--- src/include/ialu_map.svh ---
`ifndef IALU_MAP_SVH
`define IALU_MAP_SVH
`define IALU_PC_IDX 4'hF
`define IALU_ALIGN_MASK 32'hFFFFFFFC
`define IALU_BIT0_MASK 32'hFFFFFFFE
`define IALU_ZERO32 32'h00000000
`define IALU_HI_MSB 31
`define IALU_HI_LSB 16
`define IALU_LO_MSB 15
`define IALU_LO_LSB 0
`define IALU_MSB 31
`define IALU_CARRY_BIT 32
`endif

--- src/include/ialu_pkg.sv ---
package ialu_pkg;
   // operation selects, one-hot
   typedef enum logic [10:0] {
      OP_ADD = 11'h001,
      OP_SUB = 11'h002,
      OP_ADC = 11'h004,
      OP_SUBC = 11'h008,
      OP_AND = 11'h010,
      OP_OR = 11'h020,
      OP_XOR = 11'h040,
      OP_ANDN = 11'h080,
      OP_ORNOT = 11'h100,
      OP_HASX = 11'h200,
      OP_HSAX = 11'h400
   } ialu_op_t;

   typedef struct packed {
      logic valid;         // instruction presented
      logic condPass;      // condition check passed
      ialu_op_t op;        // operation
      logic setFlags;      // flag-setting variant
      logic [3:0] rn;      // first operand register index
      logic [3:0] rd;      // destination register index
      logic rdPresent;     // destination given
      logic rmIsReg;       // second operand from a register
      logic [31:0] opA;    // first operand value
      logic [31:0] opB;    // second operand value
   } ialu_req_t;

   typedef struct packed {
      logic n;
      logic z;
      logic c;
      logic v;
   } ialu_flags_t;

   typedef struct packed {
      logic we;            // register write strobe
      logic [3:0] rd;      // register index written
      logic [31:0] data;   // value written
      logic branch;        // pc written, branch taken
   } ialu_wb_t;
endpackage : ialu_pkg

--- src/rtl/ialu_datapath.sv ---
`timescale 1ns/1ps
`default_nettype none
`include "ialu_map.svh"
module ialu_datapath (
   input wire logic clk,                 // core clock
   input wire logic rst_n,               // async reset, active low
   input wire logic clkEn,               // freezes all state when low
   input wire ialu_pkg::ialu_req_t req,  // decoded instruction and operands
   output var ialu_pkg::ialu_wb_t wb,    // register write back
   output var ialu_pkg::ialu_flags_t flags // condition flags
);
   // first operand path
   logic pcBase; // first operand names the program counter
   logic pcAddBranch; // pc plus register into pc
   logic [31:0] a; // first operand after alignment

   // adder path
   logic [31:0] bIn; // second operand, inverted for subtracts
   logic cIn; // adder carry in
   logic [32:0] sum; // adder result with carry out

   // operation classes
   logic isArith;
   logic isLogic;
   logic isHalf;
   logic isSub;
   logic useCarry;

   // logic unit
   logic [31:0] logicRes;

   // halfword exchange unit
   logic [15:0] aTop;
   logic [15:0] bBot;
   logic [15:0] hSum;
   logic [15:0] hDif;
   logic [31:0] halfRes;

   // result, destination and enables
   logic [31:0] res;
   logic [3:0] dest;
   logic doWrite;
   logic doFlags;
   ialu_pkg::ialu_flags_t nxtFlags;

   // registers behind the outputs
   logic we_q;
   logic [3:0] rd_q;
   logic [31:0] data_q;
   logic branch_q;
   ialu_pkg::ialu_flags_t flags_q;

   // pc base operand alignment
   always_comb begin
      pcBase = (req.rn == `IALU_PC_IDX);
      if (pcBase) begin
         a = req.opA & `IALU_ALIGN_MASK;
      end else begin
         a = req.opA;
      end
   end

   // pc plus register into pc, a branch
   always_comb begin
      pcAddBranch = pcBase && req.rdPresent && (req.rd == `IALU_PC_IDX)
         && req.rmIsReg && (req.op == ialu_pkg::OP_ADD);
   end

   // operation class decode from one-hot select
   always_comb begin
      isArith = 1'h0;
      isLogic = 1'h0;
      isHalf = 1'h0;
      isSub = 1'h0;
      useCarry = 1'h0;
      unique case (req.op)
         ialu_pkg::OP_ADD: begin
            isArith = 1'h1;
         end
         ialu_pkg::OP_SUB: begin
            isArith = 1'h1;
            isSub = 1'h1;
         end
         ialu_pkg::OP_ADC: begin
            isArith = 1'h1;
            useCarry = 1'h1;
         end
         ialu_pkg::OP_SUBC: begin
            isArith = 1'h1;
            isSub = 1'h1;
            useCarry = 1'h1;
         end
         ialu_pkg::OP_AND, ialu_pkg::OP_OR, ialu_pkg::OP_XOR,
         ialu_pkg::OP_ANDN, ialu_pkg::OP_ORNOT: begin
            isLogic = 1'h1;
         end
         ialu_pkg::OP_HASX, ialu_pkg::OP_HSAX: begin
            isHalf = 1'h1;
         end
         default: begin
            isArith = 1'h0; // illegal select leaves carry alone
         end
      endcase
   end

   // adder operand and carry in; subtract carry is not borrow
   always_comb begin
      bIn = isSub ? ~req.opB : req.opB;
      if (useCarry) begin
         cIn = flags_q.c;
      end else begin
         cIn = isSub;
      end
      sum = {1'h0, a} + {1'h0, bIn} + {32'h00000000, cIn};
   end

   // bitwise logic unit
   always_comb begin
      logicRes = a & req.opB;
      unique case (req.op)
         ialu_pkg::OP_AND: logicRes = a & req.opB;
         ialu_pkg::OP_OR: logicRes = a | req.opB;
         ialu_pkg::OP_XOR: logicRes = a ^ req.opB;
         ialu_pkg::OP_ANDN: logicRes = a & ~req.opB;
         ialu_pkg::OP_ORNOT: logicRes = a | ~req.opB;
         default: logicRes = a & req.opB;
      endcase
   end

   // halfword exchange add and subtract, wraps on overflow
   always_comb begin
      aTop = a[`IALU_HI_MSB:`IALU_HI_LSB];
      bBot = req.opB[`IALU_LO_MSB:`IALU_LO_LSB];
      hSum = aTop + bBot;
      hDif = aTop - bBot;
      halfRes = {hSum, hDif};
   end

   // result selection
   always_comb begin
      if (isLogic) begin
         res = logicRes;
      end else if (isHalf) begin
         res = halfRes;
      end else if (pcAddBranch) begin
         res = sum[`IALU_MSB:`IALU_LO_LSB] & `IALU_BIT0_MASK;
      end else begin
         res = sum[`IALU_MSB:`IALU_LO_LSB];
      end
   end

   // destination, write and flag enables
   always_comb begin
      dest = req.rdPresent ? req.rd : req.rn;
      doWrite = req.valid && req.condPass;
      doFlags = doWrite && req.setFlags && !isHalf && !pcBase;
   end

   // next flags; logic ops keep carry and overflow
   always_comb begin
      nxtFlags.n = res[`IALU_MSB];
      nxtFlags.z = (res == `IALU_ZERO32);
      nxtFlags.c = isArith ? sum[`IALU_CARRY_BIT] : flags_q.c;
      nxtFlags.v = isArith ? ((a[`IALU_MSB] == bIn[`IALU_MSB])
         && (sum[`IALU_MSB] != a[`IALU_MSB])) : flags_q.v;
   end

   // write strobe, one cycle after operands
   always_ff @(posedge clk or negedge rst_n) begin
      if (!rst_n) begin
         we_q <= 1'h0;
      end else if (clkEn) begin
         we_q <= doWrite;
      end
   end

   // destination index
   always_ff @(posedge clk or negedge rst_n) begin
      if (!rst_n) begin
         rd_q <= '0;
      end else if (clkEn) begin
         rd_q <= dest;
      end
   end

   // written value
   always_ff @(posedge clk or negedge rst_n) begin
      if (!rst_n) begin
         data_q <= `IALU_ZERO32;
      end else if (clkEn) begin
         data_q <= res;
      end
   end

   // branch marker, pc written
   always_ff @(posedge clk or negedge rst_n) begin
      if (!rst_n) begin
         branch_q <= 1'h0;
      end else if (clkEn) begin
         branch_q <= doWrite && (dest == `IALU_PC_IDX);
      end
   end

   // condition flags register
   always_ff @(posedge clk or negedge rst_n) begin
      if (!rst_n) begin
         flags_q <= '0;
      end else if (clkEn && doFlags) begin
         flags_q <= nxtFlags;
      end
   end

   // outputs straight from the registers
   assign wb = '{
      we: we_q,
      rd: rd_q,
      data: data_q,
      branch: branch_q
   };
   assign flags = flags_q;
endmodule : ialu_datapath
`default_nettype wire

--- config.mk ---
export PLATFORM = sky130hd
export DESIGN_NAME = ialu_datapath
export DESIGN_NICKNAME = d
export VERILOG_FILES = /design/src/include/ialu_pkg.sv /design/src/rtl/ialu_datapath.sv
export VERILOG_INCLUDE_DIRS = /design/src /design/src/include
export SDC_FILE = /design/constraint.sdc
export NUM_CORES = 1
export LEC_CHECK = 0
export ABC_AREA = 1
export ABC_CLOCK_PERIOD_IN_PS = 7500
export BUFFER_PORTS_ARGS = -buffer_cell sky130_fd_sc_hd__buf_2
export CAP_MARGIN = 20
export CORE_MARGIN = 2
export CORE_UTILIZATION = 35
export CTS_CLUSTER_DIAMETER = 200
export CTS_CLUSTER_SIZE = 10
export DETAILED_ROUTE_END_ITERATION = 7
export GPL_TIMING_DRIVEN = 0
export RECOVER_POWER = 50
export SYNTH_ARGS = -nofsm -noshare
export SYNTH_HDL_FRONTEND = slang
export SYNTH_SLANG_ARGS = --single-unit
--- constraint.sdc ---
create_clock -name clk -period 7.5 [get_ports clk]
set_clock_uncertainty 0.1 [all_clocks]
set_input_delay 1.5 -clock clk [delete_from_list [all_inputs] [get_ports clk]]
set_output_delay 1.5 -clock clk [all_outputs]
set_load 0.05 [all_outputs]
==> impl_metrics.env, run 1 <==
export IMPL_core_um2=24200
export IMPL_instances_no_fill=2031
export IMPL_r2r_start="flags[1]"
export IMPL_cp_max_fo=10
export IMPL_die_area_um2=25900
export IMPL_syn_area_um2=8630
export IMPL_nets=1862
export IMPL_numCtsBuffers=5
export IMPL_synthCells=1569
export IMPL_synth_edf_count=0
export IMPL_yosys_warnings=0
export IMPL_ant_nets=0
export IMPL_drv_cap=1
export IMPL_violations="capacitance limit, slew limit"
export IMPL_cp_required_ns=7.63
export IMPL_n_antenna_cell=0
export IMPL_drive_gt1_share_pct=9.96
export IMPL_end_kind="flip-flop"
export IMPL_rsz0062_at_grt="no"
export IMPL_final_area_um2=9810
export IMPL_firstDrtPassIters=6
export IMPL_setup_viol=0
export IMPL_synth_cell_types=42
export IMPL_place_hpwl_um=32800
export IMPL_io_pins=133
export IMPL_tns_ns=0
export IMPL_hold_viol=0
export IMPL_min_path_type="reg -> reg"
export IMPL_min_period_ns=5.63
export IMPL_place_area_um2=9690
export IMPL_vdd_drop_max_v=0.000116
export IMPL_antenna_found_initial=0
export IMPL_ys_seq_area_share_pct=12.2
export IMPL_synth_top_area_cell="nand2_1"
export IMPL_placedCellCount=2023
export IMPL_r2r_end="flags[2]"
export IMPL_grtUsageTotal_pct=28.5
export IMPL_min_from="data_q[8]"
export IMPL_die_y_um=161
export IMPL_drt_iter0_drc=1148
export IMPL_rrSetupSlack_ns=4.07
export IMPL_tightest_slew_ns=2.20
export IMPL_postCtsResizedCells=0
export IMPL_vias=10900
export IMPL_async_flop_share_pct=100
export IMPL_clk_pin_slew_ns=0.06
export IMPL_cts_sinks=42
export IMPL_grt_pass1_vias=9494
export IMPL_synth_flop_cell="dfrtp_1"
export IMPL_report_final_slew_viol_count=43
export IMPL_via_per_inst=5.35
export IMPL_syn_area_per_cell_um2=5.50
export IMPL_routedWlPerCell_um=18.8
export IMPL_worstSetupStartpoint="req[85]"
export IMPL_synth_seq_cells=42
export IMPL_htreeDepth=2
export IMPL_start_util_pct=35.6
export IMPL_grt_pass1_wl_um=56500
export IMPL_leakage_nw=5.51
export IMPL_hold_path_end="data_q[8]"
export IMPL_cts_root_buf="clkbuf_16"
export IMPL_grt_max_degree=43
export IMPL_yosys_area_top_type_share_pct=21.9
export IMPL_relSlewSlack_pct=-46.5
export IMPL_cts_tree="built"
export IMPL_synth_fp_nets=1725
export IMPL_cts_setup_buffers=0
export IMPL_port_buffers=130
export IMPL_cts_hold_buf=0
export IMPL_place_congestion=0.989
export IMPL_holdPathStages=2
export IMPL_drcViolationCount=0
export IMPL_rows=57
export IMPL_wirelength_um=38200
export IMPL_grt_overflow=0
export IMPL_clockBufferDepth=2
export IMPL_outcome="finished, violations left"
export IMPL_power_density_nw_per_um2=123
export IMPL_utilization_pct=40.4
export IMPL_crit_arrival_ns=5.75
export IMPL_r2r_cells=20
export IMPL_synth_top_cells_by_area="nand2_1, dfrtp_1, inv_1"
export IMPL_clk_latency_ns=0.29
export IMPL_areaGrowthSynthToFinish_pct=13.6
export IMPL_start_kind="input port"
export IMPL_fmax_ghz=0.178
export IMPL_criticalPathCategory="in -> reg"
export IMPL_finalCritPeriodShare_pct=75.0
export IMPL_dieWidth_um=161
-- worst max-delay path by stage --
stage | endpoint | cells past startpoint
floorplan | flags[2] | 25
global placement | flags[2] | 26
detailed placement | flags[2] | 26
CTS | flags[2] | 26
global route | flags[2] | 26
finish | flags[2] | 26
-- sequential cells by signal (all words and copies together) (netlist names) --
| name | count |
|---|---|
| we_q | 1 |
| data_q | 32 |
| rd_q | 4 |
| branch_q | 1 |
| flags | 4 |
-- synth_stat cells (5+ instances only) --
master	n
a31oi_1	7
nor2_1	115
nand3_1	169
inv_1	245
nand4_1	25
buf_2	9
or2_2	11
o211ai_1	29
nand3b_1	7
nand2_1	503
nor2_2	5
o21bai_1	7
nor3_1	18
clkbuf_1	22
xnor2_1	5
ha_1	61
buf_6	6
dfrtp_1	42
a21oi_1	97
xor2_1	51
o21ai_0	86
nand2_2	6
-- worst max-delay path, stage by stage --
cell     delay, ns
buf_2         0.12
nor2_1        0.14
nand2_1       0.12
nor2_1        0.29
nand2_1       0.21
buf_1         0.39
xor2_1        0.28
fa_1          0.49
fa_1          0.42
inv_1         0.13
nand3_1       0.10
nand3_1       0.20
nand2_1       0.07
nand2_1       0.15
nand3_1       0.12
nand3_1       0.10
nand2_1       0.05
nand3_1       0.10
nand2_1       0.12
nand2_1       0.18
nand2_1       0.08
nor2_1        0.11
nand2_1       0.06
nor2_1        0.08
nand2_1       0.07
nand2_1       0.06
-- power breakdown --
| part | leakage, nW | switching (W) | internal (W) | total, W |
|---|---|---|---|---|
| Sequential | 0.509 | 0.0000182 | 0.000260 | 0.000278 |
| Combinational | 4.93 | 0.000518 | 0.000192 | 0.000710 |
| Clock | 0.0739 | 0.0000841 | 0.000132 | 0.000216 |
-- through the flow --
step	hold slack [ns]	power, W	worst slack (ns)
2_1_floorplan	0.351	0.000744	2.75
3_3_place_gp	0.361	0.000975	1.66
3_5_place_dp	0.363	0.000980	1.62
4_1_cts	0.379	0.00120	1.91
5_1_grt	0.402	0.00128	1.52
6_report	0.379	0.00120	1.87
-- per-layer routing --
| metal | up-vias | GRT usage [%] | wire length [µm] |
|---|---|---|---|
| met5 | - | 0 | 0 |
| met4 | 0 | 10.5 | 1440 |
| met3 | 62 | 1.64 | 3210 |
| met2 | 520 | 45.8 | 16600 |
| met1 | 4975 | 40.4 | 16900 |
| li1 | 5307 | - | - |
-- logic make-up (layout without fill, tap and decap cells) --
group           after synthesis  count (layout)  synth area share [%]
simple gates                875             875                  43.4
fa+ha+maj                    65              65                  9.77
compound gates              235             235                  15.0
xor+xnor                     56              56                  5.68
buf+inv                     293             431                  13.6
mux                           3               3                 0.377
flops                        42              42                  12.2
-- area by class of cell --
class,instances,area (µm²)
Multi-Input combinational cell,1234,6410
Clock inverter,1,5.00
Buffer,44,236
Sequential cell,42,1050
Inverter,249,935
Timing Repair Buffer,130,624
Clock buffer,7,143
Fill cell,2798,14400
Tap cell,324,405
-- cells in the final DEF (no fill, tap or decap), types with 2 or more instances in the layout --
master	instances
inv_2	3
mux2_2	2
nor4_1	2
buf_6	6
nand2_2	6
nand2_4	4
nand3_1	169
nand2_1	503
fa_1	4
inv_1	245
and2_1	2
nor2_1	115
nor2_4	3
nor3_1	18
nor3b_1	2
o21ai_1	2
a21oi_1	97
or2_2	11
buf_4	4
dfrtp_1	42
nor2_2	5
xor2_1	51
xnor2_1	5
buf_2	118
a21o_1	2
o21ai_0	86
a31oi_1	7
o211ai_1	29
clkbuf_16	5
nand3b_1	7
nand4_1	25
clkbuf_1	44
o21bai_1	7
and3_1	2
buf_1	3
a21boi_0	2
ha_1	61
Note: power is estimated with default switching activity, not from simulation.
==> run 2: changes to the inputs <==
--- a/config.mk
+++ b/config.mk
@@ -6,8 +6,8 @@
 export SDC_FILE = /design/constraint.sdc
 export NUM_CORES = 1
 export LEC_CHECK = 0
-export ABC_AREA = 1
-export ABC_CLOCK_PERIOD_IN_PS = 7500
+export ABC_AREA = 0
+export ABC_CLOCK_PERIOD_IN_PS = 4700
 export BUFFER_PORTS_ARGS = -buffer_cell sky130_fd_sc_hd__buf_2
 export CAP_MARGIN = 20
 export CORE_MARGIN = 2
==> constraint.sdc (replaced) <==
create_clock -name clk -period 4.7 [get_ports clk]
set_clock_uncertainty 0.1 [all_clocks]
set_input_delay 0.94 -clock clk [delete_from_list [all_inputs] [get_ports clk]]
set_output_delay 0.94 -clock clk [all_outputs]
set_load 0.05 [all_outputs]
==> run 2 against run 1 <==
Area after synthesis shrank 11%. The run ends with capacitance limit, slew limit, setup timing left. Die area is 10% lower. First-iteration DRC count down 17%. Critical endpoint unchanged. Via count decreased by 14%. Flip-flop and latch count stayed put.
==> impl_metrics.env, run 2 <==
export IMPL_outcome="finished, violations left"
export IMPL_violations="capacitance limit, slew limit, setup timing"
export IMPL_numCtsBuffers=5
export IMPL_relSlewSlack_pct=-55.5
export IMPL_routedWlPerCell_um=23.3
export IMPL_r2r_start="flags[1]"
export IMPL_power_w=0.00221
export IMPL_drt_iter0_drc=950
export IMPL_synth_fp_nets=1218
export IMPL_instances_no_fill=1508
export IMPL_crit_family="simple AND/OR/NAND/NOR gates"
export IMPL_cts_tree="built"
export IMPL_synth_flop_cell="dfrtp_1"
export IMPL_n_antenna_cell=0
export IMPL_min_path_type="reg -> reg"
export IMPL_vdd_drop_max_v=0.000269
export IMPL_path_buf_inv=5
export IMPL_vias=9380
export IMPL_cp_slowest_stage_delay_ns=0.55
export IMPL_yosys_warnings=0
export IMPL_hold_slack_ns=0.380
export IMPL_grtUsageTotal_pct=29.2
export IMPL_rsz0062_at_grt="yes"
export IMPL_syn_area_um2=7710
export IMPL_yosysMostFrequentCell="a21oi_1"
export IMPL_final_setup_worst_slack_ns=-0.419
export IMPL_placedCellCount=1468
export IMPL_synth_top_area_cell="dfrtp_1"
export IMPL_yosys_area_top_type_share_pct=13.6
export IMPL_leakage_nw=4.05
export IMPL_criticalPathCategory="in -> reg"
export IMPL_nets=1383
export IMPL_drcViolationCount=0
export IMPL_via_per_inst=6.22
export IMPL_hold_viol=0
export IMPL_cpMostUsedCell="buf_12"
export IMPL_synthCells=1062
export IMPL_min_from="data_q[27]"
export IMPL_min_period_ns=5.12
export IMPL_holdPathStages=2
export IMPL_cp_required_ns=4.80
export IMPL_end_kind="flip-flop"
export IMPL_rrSetupSlack_ns=0.65
export IMPL_dieWidth_um=152
export IMPL_most_common_layout_cells="buf_2, nor2_1, a21oi_1, nand2_1, o21ai_0"
export IMPL_synth_cell_types=84
export IMPL_grt_pass1_vias=8587
export IMPL_drv_cap=1
export IMPL_clockBufferDepth=2
export IMPL_slowest_stage="or4_4"
export IMPL_synthTopCellsByCount="a21oi_1, nor2_1, nand2_1, o21ai_0, xnor2_1"
export IMPL_areaGrowthSynthToFinish_pct=27.0
export IMPL_clk_pin_slew_ns=0.06
export IMPL_die_y_um=152
export IMPL_synth_seq_cells=42
export IMPL_clk_latency_ns=0.28
export IMPL_place_area_um2=8790
export IMPL_grt_overflow=0
export IMPL_rows=54
export IMPL_cts_sinks=42
export IMPL_antenna_found_initial=1
export IMPL_drive_gt1_share_pct=23.5
export IMPL_r2r_cells=15
export IMPL_setup_viol=9
export IMPL_ys_seq_area_share_pct=13.6
export IMPL_synth_top_cells_by_area="dfrtp_1, ha_1, xnor2_1"
export IMPL_hold_path_end="data_q[27]"
export IMPL_cp_cell_sequence="buf_12 -> or4_4 -> nor4_4 -> nand2_2 -> buf_6 -> buf_12 -> buf_12 -> buf_6 -> xnor2_4 -> ha_4 -> nand4_1 -> a2111oi_4 -> o211a_1 -> o21ai_2 -> a311o_1 -> a31oi_1 -> nand4_1 -> nor4_4 -> nand4b_1 -> o32ai_2"
export IMPL_port_buffers=125
export IMPL_place_congestion=1.03
export IMPL_cts_hold_buf=0
export IMPL_final_area_um2=9790
export IMPL_largest_reg_flops=32
export IMPL_async_flop_share_pct=100
export IMPL_cp_max_fo=6
export IMPL_start_kind="input port"
export IMPL_final_common_cell="buf_2"
export IMPL_regMostFlops="data_q"
export IMPL_io_pins=133
export IMPL_dp_slack_ns=-1.53
export IMPL_power_density_nw_per_um2=226
export IMPL_place_hpwl_um=28200
export IMPL_synth_edf_count=0
export IMPL_start_util_pct=35.5
export IMPL_htreeDepth=2
export IMPL_report_final_slew_viol_count=43
export IMPL_tightest_slew_ns=2.33
export IMPL_r2r_end="flags[2]"
export IMPL_core_um2=21700
export IMPL_fmax_ghz=0.195
export IMPL_grt_max_degree=43
export IMPL_syn_area_per_cell_um2=7.26
export IMPL_wirelength_um=35100
export IMPL_cts_root_buf="clkbuf_16"
export IMPL_firstDrtPassIters=5
export IMPL_crit_arrival_ns=5.22
export IMPL_finalCritPeriodShare_pct=109
export IMPL_ant_nets=0
export IMPL_die_area_um2=23200
export IMPL_grt_pass1_wl_um=52700
==> run 2: changes by cell type in the layout (fill, tap and decap cells not counted), moves of 15 or more <==
cell / previous run / this run
a21o_1: 2 / 17
xnor2_1: 5 / 63
nor2_1: 115 / 98
a211oi_1: 0 / 19
nand3_1: 169 / 28
nand2_1: 503 / 82
o21ai_0: 86 / 67
inv_1: 245 / 46
buf_4: 4 / 32
xor2_1: 51 / 18
==> run 2: power by group <==
part / internal, W / leakage [nW] / total [W] / switching, W
sequential: 0.000429 / 0.502 / 0.000465 / 0.0000361
clock: 0.000251 / 0.0781 / 0.000388 / 0.000137
combinational: 0.000477 / 3.47 / 0.00135 / 0.000876
total: 0.00116 / 4.05 / 0.00221 / 0.00105
==> run 2: how the worst max path moves through the flow <==
stage | startpoint | endpoint | slack, ns | depth (start not counted)
floorplan | req[80] | flags[2] | -0.40 | 19
finish | req[80] | flags[2] | -0.42 | 20
global route | req[80] | flags[2] | -0.61 | 22
CTS | req[82] | flags[2] | -0.55 | 18
detailed placement | req[83] | flags[2] | -1.53 | 19
global placement | req[83] | flags[2] | -1.53 | 19
==> run 2: metrics by stage <==
| step | TNS, ns | utilization, % |
|---|---|---|
| finish | -2.10 | 45.1 |
| global route | -3.72 | 45.1 |
| CTS | -1.54 | 43.3 |
| detailed placement | -18.65 | 40.5 |
| global placement | -18.76 | 40.5 |
| floorplan | -1.38 | - |
==> run 2: worst register-to-register path, stage by stage, from the launching register on <==
cell,delay [ns]
dfrtp_1,0.39
nor4bb_1,0.27
o21ai_0,0.13
fa_2,0.38
fa_2,0.38
nor2b_4,0.16
o21bai_4,0.10
a211oi_4,0.42
o21ai_2,0.12
nor2b_1,0.19
xnor2_1,0.17
o221ai_2,0.25
nand4_1,0.24
nor4_1,0.27
nand4b_1,0.17
o32ai_2,0.22
==> run 2: layout make-up <==
cell class,count,area [µm²]
multi-input combinational,908,6760
timing repair buffer,165,953
sequential,42,1050
inverter,46,173
buffer,59,333
clock inverter,1,30.0
tap,280,350
fill,2269,11900
clock buffer,7,133
==> run 2: kinds of logic after synthesis <==
kind of cell / synth area share, %
DFF: 13.6
and+or+nand+nor: 22.4
muxes: 3.83
AOI/OAI and AO/OA: 32.8
buffers and inverters: 6.27
adders and majority gates: 10.9
xor gates and xnor gates: 10.1
==> run 2: what timing repair did <==
item	in CTS	in global routing
buffers inserted	23	16
gates resized for setup	66	56
pin swaps	36	42
setup endpoints to repair	24	13
==> run 2: per-layer routing <==
| layer | share of wire [%] | GRT usage, % |
|---|---|---|
| met5 | 0 | 0 |
| met4 | 6.1 | 13.1 |
| met3 | 8.2 | 4.07 |
| met2 | 43 | 45.0 |
| met1 | 43 | 40.7 |
